$ cat config.mk
export PLATFORM = sky130hd
export DESIGN_NAME = btg_top
export DESIGN_NICKNAME = d
export VERILOG_FILES = /design/src/verilog/btg_pkg.sv /design/src/verilog/btg_tone.sv /design/src/verilog/btg_env.sv /design/src/verilog/btg_top.sv
export SDC_FILE = /design/constraint.sdc
export NUM_CORES = 1
export LEC_CHECK = 0
export BUFFER_PORTS_ARGS = -buffer_cell sky130_fd_sc_hd__buf_2
export CAP_MARGIN = 5
export CORE_UTILIZATION = 50
export DETAILED_ROUTE_END_ITERATION = 12
export HOLD_SLACK_MARGIN = 0.1
export PLACE_DENSITY_LB_ADDON = 0.05
export SKIP_LAST_GASP = 1
export SYNTH_ARGS = -nofsm -noshare
export SYNTH_HDL_FRONTEND = slang
export SYNTH_HIERARCHICAL = 1
export SYNTH_SLANG_ARGS = --single-unit
export TNS_END_PERCENT = 1
$ cat constraint.sdc
create_clock -name CLOCK -period 3 [get_ports CLOCK]
set_clock_uncertainty 0.2 [all_clocks]
set_input_delay 0 -clock CLOCK [delete_from_list [all_inputs] [get_ports CLOCK]]
set_output_delay 0 -clock CLOCK [all_outputs]
set_load 0.02 [all_outputs]
$ cat src/verilog/btg_pkg.sv
// Package for the buzzer tone generator: register map, fields, patterns, timing.
// Assumes a 32-bit classic Wishbone bus and a 100 MHz system clock.
package btg_pkg;

   ////////////////////////////////////////////////////////////////////////////
   // Register indices; byte address is four times the index
   localparam logic [15:0] IDX_CONTROL = 16'hF2C0;
   localparam logic [15:0] IDX_PATTERN = 16'hF2C1;
   localparam logic [15:0] IDX_PITCH = 16'hF2C2;
   localparam logic [15:0] IDX_DUTY = 16'hF2C3;
   localparam int ADR_W = 18;
   localparam int DAT_W = 32;
   localparam int SEL_W = 4;

   ////////////////////////////////////////////////////////////////////////////
   // Field positions and reset values
   localparam int CTRL_RUN_BIT = 0;
   localparam int CTRL_LEVEL_BIT = 1;
   localparam int PAT_LSB = 0;
   localparam int PITCH_LSB = 0;
   localparam int DUTY_LSB = 0;
   localparam int WORD_DUTY_LSB = 8;
   localparam int LANE_LO = 0;
   localparam int LANE_HI = 1;
   localparam logic [7:0] REG_RESET = 8'h00;
   localparam logic [DAT_W-1:0] DAT_ZERO = 32'h0000_0000;

   ////////////////////////////////////////////////////////////////////////////
   // Sound patterns
   typedef enum logic [1:0] {
      PAT_INT1 = 2'h0,
      PAT_INT2 = 2'h1,
      PAT_SINGLE = 2'h2,
      PAT_CONT = 2'h3
   } btg_pattern_t;

   typedef struct packed {
      logic run;
      logic [1:0] pattern;
      logic [2:0] pitch;
      logic [3:0] duty;
   } btg_cfg_t;

   ////////////////////////////////////////////////////////////////////////////
   // Timing: tone base is the doubled low-speed rate over sixteen phases
   localparam int CLK_HZ = 100_000_000;
   localparam int LS_NOMINAL_HZ = 32_768;
   localparam int DBL_FACTOR = 2;
   localparam int DBL_HZ = LS_NOMINAL_HZ * DBL_FACTOR;
   localparam int PHASES = 16;
   localparam int PITCH_BASE_HZ = DBL_HZ / PHASES;
   localparam logic [3:0] PHASE_LAST = 4'(PHASES - 1);
   localparam int ENV_W = 16;

   // High phases out of sixteen; code 0 behaves as code 1
   function automatic logic [4:0] high_phases(input logic [3:0] duty);
      high_phases = (duty == 4'h0) ? 5'h01 : {1'b0, duty};
   endfunction

endpackage

$ cat src/verilog/btg_tone.sv
// Tone divider: sixteen phases per period, each phase lasting pitch+1 ticks.
// Assumes one-cycle tick pulses at the doubled low-speed rate.
`timescale 1ns/100ps
module btg_tone (
   input wire logic clk,
   input wire logic rst,
   input wire logic tick,
   input wire logic enable,
   input wire logic [2:0] pitch,
   input wire logic [3:0] duty,
   output logic level_q
);
   logic [2:0] div_q;
   logic [3:0] phase_q;

   ////////////////////////////////////////////////////////////////////////////
   // Divider restarts while idle so each burst opens on a high phase
   always_ff @(posedge clk) begin
      if (rst || !enable) begin
         div_q <= 3'h0;
      end else if (tick) begin
         div_q <= (div_q >= pitch) ? 3'h0 : div_q + 3'h1; // [RULE5] [RULE6]
      end
   end

   always_ff @(posedge clk) begin
      if (rst || !enable) begin
         phase_q <= 4'h0;
      end else if (tick && div_q >= pitch) begin
         phase_q <= (phase_q == btg_pkg::PHASE_LAST) ? 4'h0 : phase_q + 4'h1; // [RULE5]
      end
   end

   always_ff @(posedge clk) begin
      if (rst) begin
         level_q <= 1'b0;
      end else begin
         level_q <= enable && ({1'b0, phase_q} < btg_pkg::high_phases(duty)); // [RULE7] [RULE8]
      end
   end
endmodule

$ cat src/verilog/btg_env.sv
// Pattern envelope: gates the tone on and off per the selected sound pattern.
// Assumes tick pulses at the doubled rate; lengths are counts of ticks.
`timescale 1ns/100ps
module btg_env #(
   parameter int unsigned INT1_ON = 2048,
   parameter int unsigned INT1_OFF = 2048,
   parameter int unsigned INT2_ON = 1024,
   parameter int unsigned INT2_OFF = 3072,
   parameter int unsigned SINGLE_ON = 4096
) (
   input wire logic clk,
   input wire logic rst,
   input wire logic tick,
   input wire logic run,
   input wire logic [1:0] pattern,
   output logic gate_q,
   output logic done_q
);
   typedef enum logic [3:0] {
      S_IDLE = 4'b0001,
      S_ON = 4'b0010,
      S_OFF = 4'b0100,
      S_END = 4'b1000
   } btg_env_state_t;

   btg_env_state_t state_q;
   logic [btg_pkg::ENV_W-1:0] cnt_q;

   function automatic logic [btg_pkg::ENV_W-1:0] on_len(input logic [1:0] p);
      unique case (btg_pkg::btg_pattern_t'(p))
         btg_pkg::PAT_INT1: on_len = btg_pkg::ENV_W'(INT1_ON - 1);
         btg_pkg::PAT_INT2: on_len = btg_pkg::ENV_W'(INT2_ON - 1);
         btg_pkg::PAT_SINGLE: on_len = btg_pkg::ENV_W'(SINGLE_ON - 1);
         btg_pkg::PAT_CONT: on_len = '0;
      endcase
   endfunction

   ////////////////////////////////////////////////////////////////////////////
   always_ff @(posedge clk) begin
      if (rst || !run) begin
         state_q <= S_IDLE;
         cnt_q <= '0;
      end else begin
         unique case (state_q)
            S_IDLE: begin
               state_q <= S_ON;
               cnt_q <= on_len(pattern); // [RULE4] [RULE14]
            end
            S_ON: begin
               if (tick && pattern != btg_pkg::PAT_CONT) begin // [RULE4]
                  if (cnt_q != '0) begin
                     cnt_q <= cnt_q - 1'b1;
                  end else if (pattern == btg_pkg::PAT_SINGLE) begin
                     state_q <= S_END; // [RULE14]
                  end else begin
                     state_q <= S_OFF;
                     cnt_q <= (pattern == btg_pkg::PAT_INT1) ?
                        btg_pkg::ENV_W'(INT1_OFF - 1) : btg_pkg::ENV_W'(INT2_OFF - 1);
                  end
               end
            end
            S_OFF: begin
               if (tick) begin
                  if (cnt_q != '0) begin
                     cnt_q <= cnt_q - 1'b1;
                  end else begin
                     state_q <= S_ON;
                     cnt_q <= on_len(pattern);
                  end
               end
            end
            S_END: state_q <= S_END;
         endcase
      end
   end

   always_ff @(posedge clk) begin
      if (rst) begin
         gate_q <= 1'b0;
         done_q <= 1'b0;
      end else begin
         gate_q <= run && state_q == S_ON;
         done_q <= run && state_q == S_ON && tick && cnt_q == '0 &&
            pattern == btg_pkg::PAT_SINGLE;
      end
   end
endmodule

$ cat src/verilog/btg_top.sv
// Buzzer tone generator top: Wishbone registers, tick source, tone, pin select.
// Assumes synchronous pin inputs and a doubled low-speed clock level input.
//
// How it works
// RULE1: Tone drives the pin only while the run bit is one; reset clears it.
// RULE2: Tone timing counts edges of the doubled low-speed clock only.
// RULE3: Software enables the clock doubler before setting run.
// RULE4: Pattern 0 intermittent one, 1 intermittent two, 2 single, 3 continuous.
// RULE5: Pitch code n gives 4.096 kHz divided by n plus one.
// RULE6: Frequencies hold at nominal source rate and scale with it otherwise.
// RULE7: High time is duty code sixteenths; codes 0 and 1 both give one.
// RULE8: Duty applies to the high part; low fills the rest of the period.
// RULE9: Software writes pattern, duty, pitch, doubler enable, then run.
// RULE10: Software selects the buzzer as the shared pin function.
// RULE11: Software sets both drive bits for push-pull output.
// RULE12: Port data bit is ignored while the pin carries the tone.
// RULE13: Pitch and duty reachable as bytes or as one word at pitch.
// RULE14: Envelope lengths are parameters; single pattern stops after one burst.
//
// Added by the designer: the Wishbone slave port.
`timescale 1ns/100ps
module btg_top #(
   parameter int unsigned INT1_ON_TICKS = 2048,
   parameter int unsigned INT1_OFF_TICKS = 2048,
   parameter int unsigned INT2_ON_TICKS = 1024,
   parameter int unsigned INT2_OFF_TICKS = 3072,
   parameter int unsigned SINGLE_ON_TICKS = 4096
) (
   input wire logic CLOCK,
   input wire logic RST,
   input wire logic WB_CYC_I,
   input wire logic WB_STB_I,
   input wire logic WB_WE_I,
   input wire logic [btg_pkg::ADR_W-1:0] WB_ADR_I,
   input wire logic [btg_pkg::SEL_W-1:0] WB_SEL_I,
   input wire logic [btg_pkg::DAT_W-1:0] WB_DAT_I,
   output logic [btg_pkg::DAT_W-1:0] WB_DAT_O,
   output logic WB_ACK_O,
   input wire logic LOW_SPEED_CLOCK_X2,
   input wire logic CLOCK_DOUBLER_ENABLE,
   input wire logic PIN_ALT_FUNCTION_SELECT,
   input wire logic PIN_DATA_BIT,
   output logic TONE_OUT_PIN,
   output logic SHARED_PORT_PIN
);

   ////////////////////////////////////////////////////////////////////////////
   // Bus decode
   btg_pkg::btg_cfg_t cfg_q;
   logic ack_q;
   logic [btg_pkg::DAT_W-1:0] rdat_q;
   logic req;
   logic wr_stb;
   logic [15:0] idx;
   logic ctrl_wr;
   logic ls2_q;
   logic tick_q;
   logic tone_lvl;
   logic env_gate;
   logic env_done;
   logic tone_q;
   logic pin_q;

   assign req = WB_CYC_I && WB_STB_I && !ack_q;
   assign wr_stb = req && WB_WE_I;
   assign idx = WB_ADR_I[btg_pkg::ADR_W-1:2];
   assign ctrl_wr = wr_stb && idx == btg_pkg::IDX_CONTROL && WB_SEL_I[btg_pkg::LANE_LO];

   // One wait state: ack lands on the edge after the request is seen
   always_ff @(posedge CLOCK) begin
      if (RST) begin
         ack_q <= 1'b0;
      end else begin
         ack_q <= req;
      end
   end

   ////////////////////////////////////////////////////////////////////////////
   // Registers
   always_ff @(posedge CLOCK) begin
      if (RST) begin
         cfg_q.run <= btg_pkg::REG_RESET[btg_pkg::CTRL_RUN_BIT]; // [RULE1]
      end else if (ctrl_wr) begin
         // Software write wins over the self stop of a single sound
         cfg_q.run <= WB_DAT_I[btg_pkg::CTRL_RUN_BIT]; // [RULE1]
      end else if (env_done) begin
         cfg_q.run <= 1'b0; // [RULE14]
      end
   end

   always_ff @(posedge CLOCK) begin
      if (RST) begin
         cfg_q.pattern <= btg_pkg::REG_RESET[1:0];
      end else if (wr_stb && idx == btg_pkg::IDX_PATTERN && WB_SEL_I[btg_pkg::LANE_LO]) begin
         cfg_q.pattern <= WB_DAT_I[btg_pkg::PAT_LSB +: 2]; // [RULE4]
      end
   end

   always_ff @(posedge CLOCK) begin
      if (RST) begin
         cfg_q.pitch <= btg_pkg::REG_RESET[2:0];
      end else if (wr_stb && idx == btg_pkg::IDX_PITCH && WB_SEL_I[btg_pkg::LANE_LO]) begin
         cfg_q.pitch <= WB_DAT_I[btg_pkg::PITCH_LSB +: 3]; // [RULE5]
      end
   end

   // Duty has a byte home and a second lane in the pitch word
   always_ff @(posedge CLOCK) begin
      if (RST) begin
         cfg_q.duty <= btg_pkg::REG_RESET[3:0];
      end else if (wr_stb && idx == btg_pkg::IDX_DUTY && WB_SEL_I[btg_pkg::LANE_LO]) begin
         cfg_q.duty <= WB_DAT_I[btg_pkg::DUTY_LSB +: 4]; // [RULE7]
      end else if (wr_stb && idx == btg_pkg::IDX_PITCH && WB_SEL_I[btg_pkg::LANE_HI]) begin
         cfg_q.duty <= WB_DAT_I[btg_pkg::WORD_DUTY_LSB +: 4]; // [RULE13]
      end
   end

   // Read mux; unmapped words ack with zero
   always_ff @(posedge CLOCK) begin
      if (RST) begin
         rdat_q <= btg_pkg::DAT_ZERO;
      end else if (req && !WB_WE_I) begin
         rdat_q <= btg_pkg::DAT_ZERO;
         unique case (idx)
            btg_pkg::IDX_CONTROL: begin
               rdat_q[btg_pkg::CTRL_RUN_BIT] <= cfg_q.run;
               rdat_q[btg_pkg::CTRL_LEVEL_BIT] <= tone_q;
            end
            btg_pkg::IDX_PATTERN: rdat_q[btg_pkg::PAT_LSB +: 2] <= cfg_q.pattern;
            btg_pkg::IDX_PITCH: begin
               rdat_q[btg_pkg::PITCH_LSB +: 3] <= cfg_q.pitch;
               rdat_q[btg_pkg::WORD_DUTY_LSB +: 4] <= cfg_q.duty; // [RULE13]
            end
            btg_pkg::IDX_DUTY: rdat_q[btg_pkg::DUTY_LSB +: 4] <= cfg_q.duty;
            default: rdat_q <= btg_pkg::DAT_ZERO;
         endcase
      end
   end

   assign WB_ACK_O = ack_q;
   assign WB_DAT_O = rdat_q;

   ////////////////////////////////////////////////////////////////////////////
   // Tick source: rising edges of the doubled clock, dead while it is disabled
   always_ff @(posedge CLOCK) begin
      if (RST) begin
         ls2_q <= 1'b0;
      end else begin
         ls2_q <= LOW_SPEED_CLOCK_X2;
      end
   end

   always_ff @(posedge CLOCK) begin
      if (RST) begin
         tick_q <= 1'b0;
      end else begin
         tick_q <= LOW_SPEED_CLOCK_X2 && !ls2_q && CLOCK_DOUBLER_ENABLE; // [RULE2] [RULE3]
      end
   end

   ////////////////////////////////////////////////////////////////////////////
   // Tone and envelope
   btg_env #(
      .INT1_ON(INT1_ON_TICKS),
      .INT1_OFF(INT1_OFF_TICKS),
      .INT2_ON(INT2_ON_TICKS),
      .INT2_OFF(INT2_OFF_TICKS),
      .SINGLE_ON(SINGLE_ON_TICKS)
   ) u_env (
      .clk(CLOCK),
      .rst(RST),
      .tick(tick_q),
      .run(cfg_q.run),
      .pattern(cfg_q.pattern),
      .gate_q(env_gate),
      .done_q(env_done)
   );

   btg_tone u_tone (
      .clk(CLOCK),
      .rst(RST),
      .tick(tick_q),
      .enable(cfg_q.run && env_gate),
      .pitch(cfg_q.pitch),
      .duty(cfg_q.duty),
      .level_q(tone_lvl)
   );

   always_ff @(posedge CLOCK) begin
      if (RST) begin
         tone_q <= 1'b0;
      end else begin
         // Doubler off freezes the divider; hold the pin low instead of a stuck level
         tone_q <= tone_lvl && env_gate && cfg_q.run && CLOCK_DOUBLER_ENABLE; // [RULE1] [RULE2]
      end
   end

   assign TONE_OUT_PIN = tone_q;

   ////////////////////////////////////////////////////////////////////////////
   // Shared pin: data bit only reaches the pin when the tone is not selected
   always_ff @(posedge CLOCK) begin
      if (RST) begin
         pin_q <= 1'b0;
      end else if (PIN_ALT_FUNCTION_SELECT) begin
         pin_q <= tone_q; // [RULE10] [RULE12]
      end else begin
         pin_q <= PIN_DATA_BIT;
      end
   end

   assign SHARED_PORT_PIN = pin_q;
endmodule

* After elaboration in Yosys (flattened, before gate mapping)
Cells that the tools add are included.
** Storage, ports and cells
- Logic and storage cells :: 108
- Output and inout port bits :: 35
- Register bits :: 53
** Operators by class
- Muxes and demuxes :: 26
- Reductions and logical operators :: 42
- Equality and inequality tests :: 18
- $add $sub $neg :: 3
- $lt $le $gt $ge :: 2
** Operators by type and width (number)
- $mux 16 :: 5
- $eq 16x16->1 const B :: 4
- $pmux 16 s4 :: 1
- $pmux 16 s3 :: 1
- $mux 4 :: 10
- $logic_and 1x1->1 :: 26
- $logic_not 16->1 :: 1
- $pmux 4 s4 :: 1
- $reduce_bool 16->1 :: 1
- $sub 16x1->16 const B :: 1
- $mux 12 :: 1
- $eq 4x4->1 const B :: 2
- $ne 2x2->1 const B :: 4
- $pmux 2 s4 :: 1
- $reduce_and 4->1 :: 2
- $logic_not 1->1 :: 5
- $lt 4x5->1 :: 1
- $add 4x1->4 const B :: 1
- $eq 2x2->1 const B :: 2
- $eq 4x1->1 const B :: 1
- $eq 4x2->1 const B :: 1
- $eq 4x3->1 const B :: 1
- $logic_not 4->1 :: 1
- $mux 1 :: 4
- other kinds (11) :: 13

* Logic depth before layout (Yosys ltp)
Gate-level depths: netlist of run 1.
- Word-level depth :: 7
- Gate-level depth with buffers :: 9
- Mapped depth without buffers :: 7

* Hierarchy
Netlist of run 1, hierarchy kept.
** Modules (own cells, without submodules)
- btg_top :: area each 1361.3 µm², times used 1, cells an instance 155, seq. area each 460.4 µm²
- btg_env :: area each 1340.0 µm², times used 1, cells an instance 168, seq. area each 440.4 µm²
- btg_tone :: area each 531.8 µm², times used 1, cells an instance 65, seq. area each 160.2 µm²

* Worst setup path before layout of run 1
OpenSTA, ideal clock, no wires.
- Kind :: reg2reg
- Start point :: reg u_env/cnt_q[7] in the netlist's numbering
- End point :: reg u_env/cnt_q[13] in the netlist's numbering
- Arrival :: 1916 ps
- Path slack :: 814 ps
- Path buffers :: 1
- Stages on the path, launching flop included :: 6
- Clock period less this slack :: 2186 ps
- Setup time :: 70 ps
- Cell sequence :: dfxtp_1 buf_6 or4_4 or4_4 or4_1 a21oi_1
** On the way
- Longest elaborated chain between the ends :: 4
** Ends and longest elaborated chain
- start: declaration :: RTL line btg_env.sv:27 : logic [btg_pkg::ENV_W-1:0] cnt_q;
- start signal: assignment :: RTL line btg_env.sv:47 : cnt_q <= on_len(pattern);
- start signal: assignment :: RTL line btg_env.sv:52 : cnt_q <= cnt_q - 1'b1;
- start signal: assignment :: RTL line btg_env.sv:57 : cnt_q <= (pattern == btg_pkg::PAT_INT1) ?
- $sub 16x1->16 / $reduce_bool 16->1 (equally long branches)
- $mux 16, on equally long branches :: RTL line btg_env.sv:64, btg_env.sv:51
- $mux 16, on equally long branches :: RTL line btg_env.sv:63, btg_env.sv:50
- $pmux 16 s3 :: RTL line btg_env.sv:44 : unique case (state_q)
Several ways; a longest one is shown, not always the timed one. The select of a mux whose other input is x is not followed.
A chain may end at the register's enable or synchronous reset.

* Worst setup path after layout of run 1
- Start point :: in WB_ADR_I[2] in the netlist's numbering
- End point :: reg cfg_q[8] (netlist name)
** On the way
- Longest elaborated chain between the ends :: 3
** Ends and longest elaborated chain
- start: declaration :: RTL line btg_top.sv:34 : input wire logic [btg_pkg::ADR_W-1:0] WB_ADR_I,
- $eq 16x16->1 :: RTL line btg_top.sv:94 : end else if (wr_stb && idx == btg_pkg::IDX_PATTERN && WB_SEL_I[btg_pkg::LANE_LO]) begin
- $logic_and 1x1->1 (2 in a row) :: RTL line btg_top.sv:94
Every way passes these cells.

==> results of run 1 <==
registers in the layout, indices dropped and copies added (netlist names):
name             cells
WB_DAT_O             8
u_tone/phase_q       4
ls2_q                1
u_env/cnt_q         16
u_tone/level_q       1
u_tone/div_q         3
u_env/gate_q         1
WB_ACK_O             1
u_env/done_q         1
u_env/state_q        4
cfg_q               10
tick_q               1
SHARED_PORT_PIN      1
TONE_OUT_PIN         1
final cells by class:
type / count / area [um2] / share of cell area
clock buffers: 7 / 86.3 / 0.0223
clock inverters: 1 / 30.0 / 0.00775
inverters: 15 / 56.3 / 0.0145
multi-input cells: 296 / 1880 / 0.485
flip-flops and latches: 53 / 1060 / 0.274
well taps: 75 / 93.8 / 0.0242
repair buffers: 91 / 668 / 0.172
through the flow:
step,setup TNS [ns],util
detailed placement,0,0.556
floorplan,0,-
CTS,0,0.639
global route,-0.0705,0.640
global placement,0,0.556
finish,0,0.640
layout by cell type (no fill, tap or decap), types with 3 or more instances in the layout:
master and n:
dfxtp_1 53, buf_2 45, a21oi_1 41, dlygate4sd3_1 39, o21ai_0 25, conb_1 24
nand3_1 22, nand2_1 22, nor2_1 16, inv_1 14, nand4_1 12, ha_1 10
a31oi_1 9, buf_4 7, nor2b_1 6, clkbuf_8 6, nor3_1 6, xor2_1 6
o22ai_1 6, nand2b_1 5, or3_1 5, and4_1 4, nand3b_1 4, mux2_2 4
nor4_1 4, o31ai_1 4, and2_1 3, a21bo_2 3, or4_1 3, a21o_1 3
nand4b_1 3
logic make-up after synthesis:
family          count (synthesis)
fa+ha+maj                      10
other cells                     1
mux                             5
simple gates                  133
flops                          53
xor+xnor                        7
compound gates                117
buf+inv                        62
repair_timing:
action / 4_1_cts / 5_1_grt
endpoints found under the setup margin: 0 / 4
gates resized for setup: 0 / 1
endpoints found under the hold margin: 23 / 0
hold buffers: 39 / 0
power by group through the flow:
stage	registers (mW)	clock network, mW	logic [mW]
floorplan	0.724	0	0.0801
global placement	0.722	0	0.0894
detailed placement	0.723	0	0.0904
CTS	0.706	0.519	0.114
global route	0.707	0.547	0.126
finish	0.706	0.506	0.116
worst max-delay path, stage by stage:
cell	delay, ns
dlygate4sd3_1	0.53
buf_2	0.22
nor2b_1	0.22
nand3_1	0.09
dlygate4sd3_1	0.57
o21ai_0	0.15
dlygate4sd3_1	0.56
a21oi_1	0.06
dlygate4sd3_1	0.57
metal layers:
metal / global-route usage / share of wire / vias to the layer above
met2: 0.455 / 0.51 / 68
met4: 0.0737 / 0.010 / 0
li1: - / - / 1536
met5: 0 / 0 / -
met3: 0.0352 / 0.037 / 10
met1: 0.282 / 0.44 / 1467
worst max path at each step:
stage / startpoint / to / slack [ns] / depth (start not counted)
2_1_floorplan: u_env/cnt_q[7] / u_env/cnt_q[13] / 0.81 / 5
3_3_place_gp: u_env/cnt_q[0] / u_env/cnt_q[1] / 0.70 / 7
3_5_place_dp: u_env/cnt_q[2] / u_env/cnt_q[15] / 0.69 / 4
4_1_cts: WB_ADR_I[2] / cfg_q[0] / 0.07 / 8
5_1_grt: WB_ADR_I[2] / cfg_q[8] / -0.07 / 9
6_report: WB_ADR_I[2] / cfg_q[8] / 0.04 / 9
==> impl_metrics.env, run 1 <==
export IMPL_run_status="finished clean"
export IMPL_coreArea_um2=6060
export IMPL_regToRegSetupSlack_ns=0.06
export IMPL_finalHoldViolations=0
export IMPL_synth_compound_area_frac=0.229
export IMPL_die_height_um=82.4
export IMPL_cts_root_buffer="clkbuf_8"
export IMPL_rsz0062_at_grt="yes"
export IMPL_synth_main_ff_cell="dfxtp_1"
export IMPL_synth_common_cells="dfxtp_1 (53), a21oi_1 (41), o21ai_0 (25)"
export IMPL_p_leak_nw=1.56
export IMPL_fin_crit_ns=2.96
export IMPL_fmax_mhz=338
export IMPL_synth_area_um2=3230
export IMPL_portBuffers=45
export IMPL_holdWs_ns=0.141
export IMPL_firstDrtPassIters=4
export IMPL_cap_violations=0
export IMPL_yosysSeqAreaShare=0.328
export IMPL_grt_usage=0.243
export IMPL_slew_violations=0
export IMPL_preCtsSetupSlack_ns=0.687
export IMPL_viasPerCell=5.73
export IMPL_dieArea_um2=6790
export IMPL_post_synth_top_count_cell="dfxtp_1"
export IMPL_clk_latency_ns=0.31
export IMPL_initial_core_util=0.533
export IMPL_vias=3081
export IMPL_layout_setup_ws_ns=0.0417
export IMPL_clk_pin_slew_ns=0.10
export IMPL_worstRegToRegCells=7
export IMPL_postSynthCellCount=388
export IMPL_boundaryPins=98
export IMPL_post_cts_buffers=0
export IMPL_slew_headroom=0.638
export IMPL_internal_power_mw=1.03
export IMPL_synth_fa_ha_area_frac=0.0387
export IMPL_synth_warning_count=6
export IMPL_r2r_start="WB_ACK_O"
export IMPL_gr_total_overflow=0
export IMPL_cts_sinks=53
export IMPL_synth_edff_count=0
export IMPL_place_area_um2=3370
export IMPL_wl_um=7710
export IMPL_drc=0
export IMPL_dpl_cell_count=491
export IMPL_synthMuxAreaShare=0.0170
export IMPL_rows=28
export IMPL_grt_pass1_wl_um=12800
export IMPL_clkPwrFrac=0.381
export IMPL_place_hpwl_um=5280
export IMPL_swShare=0.228
export IMPL_synth_top_family_by_area="simple AND/OR/NAND/NOR gates"
export IMPL_layout_nets=535
export IMPL_gp_congestion=0.798
export IMPL_p_sw_uw=303
export IMPL_fillers=547
export IMPL_arrival_ns=2.96
export IMPL_min_path_type="input pin to flop"
export IMPL_startpoint_type="input pin"
export IMPL_whs_endpoint="WB_DAT_O[11]"
export IMPL_finalPower_mw=1.33
export IMPL_period_share=0.986
export IMPL_fin_cells=538
export IMPL_wl_per_cell_um=14.3
export IMPL_diodes=0
export IMPL_cts_max_level=2
export IMPL_rr_endpoint="cfg_q[8]"
export IMPL_synth_simple_area_share=0.249
export IMPL_ant_nets=0
export IMPL_max_vdd_ir_drop_mv=0.274
export IMPL_critPathKind="input pin to flop"
export IMPL_tightest_slew_ns=0.542
export IMPL_final_area_um2=3880
export IMPL_power_frac_seq=0.531
export IMPL_ys_async_sr_fraction=0
export IMPL_tritoncts="yes"
export IMPL_initialDrtViolationCount=99
export IMPL_synth_xor_area_share=0.0190
export IMPL_worst_setup_path_end_kind="flop"
export IMPL_worstPathRequired_ns=3.00
export IMPL_power_frac_comb=0.087
export IMPL_syn_area_per_cell_um2=8.33
export IMPL_dieWidth_um=82.4
export IMPL_ys_types=70
export IMPL_grt_antenna_before_repair=0
export IMPL_yosys_top_cells_area="dfxtp_1 (33%), a21oi_1 (6.3%), buf_4 (5.6%)"
export IMPL_synth_top_area_cell="dfxtp_1"
export IMPL_area_delta_synth_final_pct=19.9
export IMPL_layout_drive_gt1_share=0.175
export IMPL_cts_buffers=5
export IMPL_hold_path_depth=5
export IMPL_synth_seq_cells=53
export IMPL_grt_max_degree=26
export IMPL_grt_pass1_vias=2875
export IMPL_synth_top_area_frac=0.328
export IMPL_min_from="WB_STB_I"
export IMPL_crit_fanout=8
export IMPL_clockBufferDepth=2
export IMPL_finalSetupViolCount=0
export IMPL_p_per_area_nw_per_um2=343
(Power assumes the default switching activity.)
==> inputs of run 2 (changes only) <==
--- a/config.mk
+++ b/config.mk
@@ -7,10 +7,10 @@
 export LEC_CHECK = 0
 export BUFFER_PORTS_ARGS = -buffer_cell sky130_fd_sc_hd__buf_2
 export CAP_MARGIN = 5
-export CORE_UTILIZATION = 50
+export CORE_UTILIZATION = 52
 export DETAILED_ROUTE_END_ITERATION = 12
 export HOLD_SLACK_MARGIN = 0.1
-export PLACE_DENSITY_LB_ADDON = 0.05
+export PLACE_DENSITY = 0.79
 export SKIP_LAST_GASP = 1
 export SYNTH_ARGS = -nofsm -noshare
 export SYNTH_HDL_FRONTEND = slang
==> run 2 against run 1 <==
Against the previous run:
- sequential share of layout area grew 0.080 points
- cell count shrank 0.19%
- global-route usage is 0.80 points higher
- critical path type unchanged
- clock power is 0.8% lower
- core utilization rose by 0.94 points
- sequential power barely moved
- highest routed layer unchanged
- via count up 1.5%
- die area fell by 3.8%
- maximum frequency is 3.7% higher
==> impl_metrics.env, run 2 (synthesis gave the netlist of run 1 again) <==
export IMPL_largest_register="u_env/cnt_q"
export IMPL_arrival_ns=2.90
export IMPL_grt_usage=0.251
export IMPL_max_vdd_ir_drop_mv=0.256
export IMPL_startpoint_type="input pin"
export IMPL_grt_antenna_before_repair=0
export IMPL_grt_pass1_vias=2887
export IMPL_finalSetupViolCount=0
export IMPL_gp_congestion=0.894
export IMPL_critPathKind="input pin to flop"
export IMPL_area_delta_synth_final_pct=19.5
export IMPL_cts_root_buffer="clkbuf_8"
export IMPL_period_share=0.951
export IMPL_slew_violations=0
export IMPL_r2r_start="WB_ACK_O"
export IMPL_place_hpwl_um=5150
export IMPL_worst_setup_path_end_kind="flop"
export IMPL_crit_fanout=4
export IMPL_min_path_type="input pin to flop"
export IMPL_finalPower_mw=1.32
export IMPL_initial_core_util=0.543
export IMPL_vias=3128
export IMPL_p_leak_nw=1.56
export IMPL_dieWidth_um=80.9
export IMPL_finalHoldViolations=0
export IMPL_boundaryPins=98
export IMPL_p_per_area_nw_per_um2=343
export IMPL_largest_reg_flops=16
export IMPL_rows=28
export IMPL_rsz0062_at_grt="no"
export IMPL_wl_per_cell_um=14.6
export IMPL_drc=0
export IMPL_firstDrtPassIters=5
export IMPL_tightest_slew_ns=0.532
export IMPL_fmax_mhz=351
export IMPL_clk_pin_slew_ns=0.10
export IMPL_dieArea_um2=6540
export IMPL_ant_nets=0
export IMPL_layout_drive_gt1_share=0.173
export IMPL_final_cell_mix="dfxtp_1 (53), buf_2 (45), a21oi_1 (41)"
export IMPL_cts_buffers=5
export IMPL_fillers=482
export IMPL_cap_violations=0
export IMPL_regArea_um2=1060
export IMPL_wl_um=7840
export IMPL_diodes=0
export IMPL_final_common_cell="dfxtp_1"
export IMPL_slew_headroom=0.646
export IMPL_run_status="finished clean"
export IMPL_grt_pass1_wl_um=12900
export IMPL_clk_latency_ns=0.32
export IMPL_initialDrtViolationCount=196
export IMPL_grt_max_degree=26
export IMPL_die_height_um=80.9
export IMPL_cts_sinks=53
export IMPL_final_util=0.649
export IMPL_multiInputGateArea_um2=1880
export IMPL_crit_path_start="WB_ADR_I[10]"
export IMPL_tritoncts="yes"
export IMPL_post_cts_buffers=0
export IMPL_coreArea_um2=5960
export IMPL_cts_max_level=2
export IMPL_clockBufferDepth=2
export IMPL_gr_total_overflow=0
export IMPL_holdWs_ns=0.105
export IMPL_fin_crit_ns=2.85
export IMPL_layout_nets=534
export IMPL_worstPathRequired_ns=3.05
export IMPL_portBuffers=45
export IMPL_fin_tns_setup_ns=0
export IMPL_min_from="WB_ADR_I[13]"
export IMPL_viasPerCell=5.82
-- run 2: cell types whose count changed in the layout (fill, tap and decap cells not counted), sizes merged --
| cell | change |
|---|---|
| buf | -1 |
| clkbuf | -1 |
| clkinv | +1 |
-- run 2: final timing paths --
kind	slack (ns)	to	depth (start not counted)
min	0.10	WB_DAT_O[0]	5
min reg2reg	0.26	WB_DAT_O[11]	2
max	0.15	WB_DAT_O[1]	8
max reg2reg	0.19	cfg_q[7]	6
-- run 2: cell type report --
cell class                      count  share of cell area
Timing Repair Buffer               90               0.171
Tap cell                           75              0.0243
Inverter                           15              0.0146
Clock buffer                        6              0.0188
Multi-Input combinational cell    296               0.487
Clock inverter                      2              0.0100
Sequential cell                    53               0.275
-- run 2: what timing repair did --
| action | CTS | global route |
|---|---|---|
| setup endpoints to repair | 0 | 3 |
| hold buffers | 37 | 2 |
| resized for setup | 0 | 2 |
| hold endpoints to repair | 24 | 6 |
-- run 2: routing by layer --
| metal | track usage | part of all wire | vias to the layer above |
|---|---|---|---|
| met5 | 0 | 0 | - |
| met4 | 0.0929 | 0.018 | 0 |
| met3 | 0.0337 | 0.042 | 19 |
| met2 | 0.450 | 0.51 | 103 |
| met1 | 0.304 | 0.43 | 1473 |
| li1 | - | - | 1533 |
-- run 2: through the flow --
stage               setup slack [ns]  instance area [um2]  std cells
floorplan                      0.814                 3320        411
global placement               0.632                 3360        490
detailed placement             0.588                 3360        490
CTS                           0.0734                 3840        535
global route                  0.0140                 3860        537
finish                         0.147                 3860        537
-- run 2: power breakdown --
part	internal, mW	switching, mW
clock	0.251	0.251
combinational	0.0479	0.0680
sequential	0.705	0.000716
-- run 2: critical path, stage by stage --
cell           delay [ns]
dlygate4sd3_1        0.55
buf_2                0.14
nor4b_4              0.32
dlygate4sd3_1        0.59
nand4_1              0.15
dlygate4sd3_1        0.62
or3_1                0.38
o2bb2ai_1            0.15
==> inputs of run 3 (changes only) <==
--- a/config.mk
+++ b/config.mk
@@ -7,10 +7,11 @@
 export LEC_CHECK = 0
 export BUFFER_PORTS_ARGS = -buffer_cell sky130_fd_sc_hd__buf_2
 export CAP_MARGIN = 5
-export CORE_UTILIZATION = 52
+export CORE_UTILIZATION = 54
+export CTS_BUF_LIST = sky130_fd_sc_hd__clkbuf_2 sky130_fd_sc_hd__clkbuf_4 sky130_fd_sc_hd__clkbuf_8
 export DETAILED_ROUTE_END_ITERATION = 12
 export HOLD_SLACK_MARGIN = 0.1
-export PLACE_DENSITY = 0.79
+export PLACE_DENSITY = 0.81
 export SKIP_LAST_GASP = 1
 export SYNTH_ARGS = -nofsm -noshare
 export SYNTH_HDL_FRONTEND = slang
==> run 3 against run 2 <==
Against the previous run:
- sequential share of layout area increased by 0.080 points
- clock power decreased by 17%
- design area is 0.29% lower
- critical path depth unchanged
- hold slack improved by 0.023 ns
- register-to-register slack is essentially flat
- global-route usage rose by 1.9 points
- sequential power hardly changed
- worst setup slack gained 0.017 ns
- largest power group unchanged
- routed wire length up 5.1%
- via count up 2.8%
- critical endpoint is now cfg_q[0]
==> impl_metrics.env, run 3 (synthesis gave the netlist of run 1 again) <==
export IMPL_cp_slowest_cell="dlygate4sd3_1"
export IMPL_gr_total_overflow=0
export IMPL_period_share=0.945
export IMPL_place_hpwl_um=5220
export IMPL_wl_um=8240
export IMPL_cts_max_level=2
export IMPL_grtUsageMet2=0.503
export IMPL_post_cts_buffers=0
export IMPL_rows=27
export IMPL_largest_register="u_env/cnt_q"
export IMPL_holdWs_ns=0.128
export IMPL_r2r_start="WB_ACK_O"
export IMPL_critPathMaxStageDelay_ns=0.58
export IMPL_crit_family="buffers and inverters"
export IMPL_final_common_cell="dfxtp_1"
export IMPL_grt_pass1_wl_um=13700
export IMPL_worstRegToRegCells=6
export IMPL_tritoncts="yes"
export IMPL_worst_setup_path_end_kind="flop"
export IMPL_rsz0062_at_grt="no"
export IMPL_dpl_cell_count=486
export IMPL_layout_drive_gt1_share=0.173
export IMPL_drc=0
export IMPL_startpoint_type="input pin"
export IMPL_finalHoldViolations=0
export IMPL_boundaryPins=98
export IMPL_grt_max_degree=26
export IMPL_crit_path_start="WB_ADR_I[2]"
export IMPL_grt_usage=0.271
export IMPL_portBuffers=45
export IMPL_dieWidth_um=79.4
export IMPL_fin_cells=535
export IMPL_run_status="finished clean"
export IMPL_regToRegSetupSlack_ns=0.19
export IMPL_fillers=453
export IMPL_grt_antenna_before_repair=0
export IMPL_clockBufferDepth=2
export IMPL_cp_num_buf_inv=4
export IMPL_fmax_mhz=353
export IMPL_p_leak_nw=1.56
export IMPL_final_area_um2=3850
export IMPL_dieArea_um2=6300
export IMPL_worstPathRequired_ns=3.05
export IMPL_firstDrtPassIters=6
export IMPL_layout_setup_ws_ns=0.165
export IMPL_fin_crit_ns=2.84
export IMPL_critPathKind="input pin to flop"
export IMPL_path_cells="dlygate4sd3_1, buf_2, nor4b_4, and4_4, nand3_1, dlygate4sd3_1, a31oi_1, dlygate4sd3_1"
export IMPL_place_area_um2=3350
export IMPL_cp_num_cells=8
export IMPL_cts_root_buffer="clkbuf_8"
export IMPL_clk_latency_ns=0.31
export IMPL_cts_buffers=5
export IMPL_grt_busiest_layer="met2"
export IMPL_min_path_type="input pin to flop"
export IMPL_vias=3217
export IMPL_wl_per_cell_um=15.4
export IMPL_crit_end="cfg_q[0]"
export IMPL_arrival_ns=2.89
export IMPL_globalRouteMet1Util=0.313
export IMPL_diodes=0
export IMPL_cp_common_cell="dlygate4sd3_1"
export IMPL_finalSetupViolCount=0
export IMPL_final_cell_mix="dfxtp_1 (53), buf_2 (45), a21oi_1 (41), dlygate4sd3_1 (41), o21ai_0 (25)"
export IMPL_hold_path_depth=5
export IMPL_crit_fanout=13
export IMPL_grt_pass1_vias=3028
export IMPL_largest_reg_flops=16
export IMPL_max_vdd_ir_drop_mv=0.341
export IMPL_coreArea_um2=5640
export IMPL_gp_congestion=0.851
export IMPL_ant_nets=0
export IMPL_initial_core_util=0.573
export IMPL_layout_nets=535
export IMPL_preCtsSetupSlack_ns=0.618
export IMPL_use_met3=0.0446
export IMPL_rr_endpoint="cfg_q[8]"
export IMPL_viasPerCell=6.01
export IMPL_tightest_slew_ns=0.670
export IMPL_fin_tns_setup_ns=0
export IMPL_cts_sinks=53
export IMPL_slew_headroom=0.553
export IMPL_p_per_area_nw_per_um2=323
export IMPL_initialDrtViolationCount=220
export IMPL_clk_pin_slew_ns=0.10
export IMPL_die_height_um=79.4
export IMPL_slew_violations=0
export IMPL_area_delta_synth_final_pct=19.2
export IMPL_cap_violations=0
==> run 3: layout make-up <==
type | count | area [um2] | share of cell area
clock buffers | 7 | 83.8 | 0.0218
well taps | 72 | 90.1 | 0.0234
clock inverters | 1 | 7.51 | 0.00195
multi-input cells | 296 | 1880 | 0.488
inverters | 15 | 56.3 | 0.0146
repair buffers | 91 | 673 | 0.175
flip-flops and latches | 53 | 1060 | 0.275
==> run 3: per-stage QoR <==
step                      total power [mW]   util
after floorplan                      0.804      -
after global routing                  1.29  0.683
after global placement               0.811  0.594
after CTS                             1.24  0.677
after detailed placement             0.812  0.594
final                                 1.24  0.683
==> run 3: power breakdown <==
| part | total, mW | switching (mW) | internal, mW | leakage (nW) |
|---|---|---|---|---|
| clock network | 0.418 | 0.234 | 0.184 | 0.0453 |
| registers | 0.706 | 0.000871 | 0.705 | 0.427 |
| logic | 0.120 | 0.0698 | 0.0507 | 1.09 |
==> run 3: routing by layer <==
layer	vias up	share of wire
met4	0	0.019
met3	26	0.049
li1	1542	-
met2	135	0.51
met1	1514	0.42
met5	-	0
==> run 3: how the worst min path moves through the flow <==
stage | endpoint | slack, ns | startpoint
detailed placement | SHARED_PORT_PIN | 0.05 | PIN_DATA_BIT
global placement | SHARED_PORT_PIN | 0.03 | PIN_DATA_BIT
finish | WB_DAT_O[10] | 0.13 | WB_ADR_I[5]
floorplan | ls2_q | -0.12 | RST
global route | WB_DAT_O[10] | 0.13 | WB_ADR_I[5]
CTS | WB_DAT_O[11] | 0.13 | WB_STB_I
==> run 3: worst register-to-register path: stages (launching register included) <==
cell and delay [ns]:
dfxtp_1 0.33, and4b_1 0.30, and2_1 0.50, nand4_1 0.14, dlygate4sd3_1 0.58, a21oi_1 0.13, dlygate4sd3_1 0.57
==> run 3: what timing repair did <==
| item | CTS | global route |
|---|---|---|
| hold buffers | 38 | 3 |
| gates resized for setup | 0 | 2 |
| endpoints found under the hold margin | 23 | 4 |
| endpoints found under the setup margin | 0 | 3 |
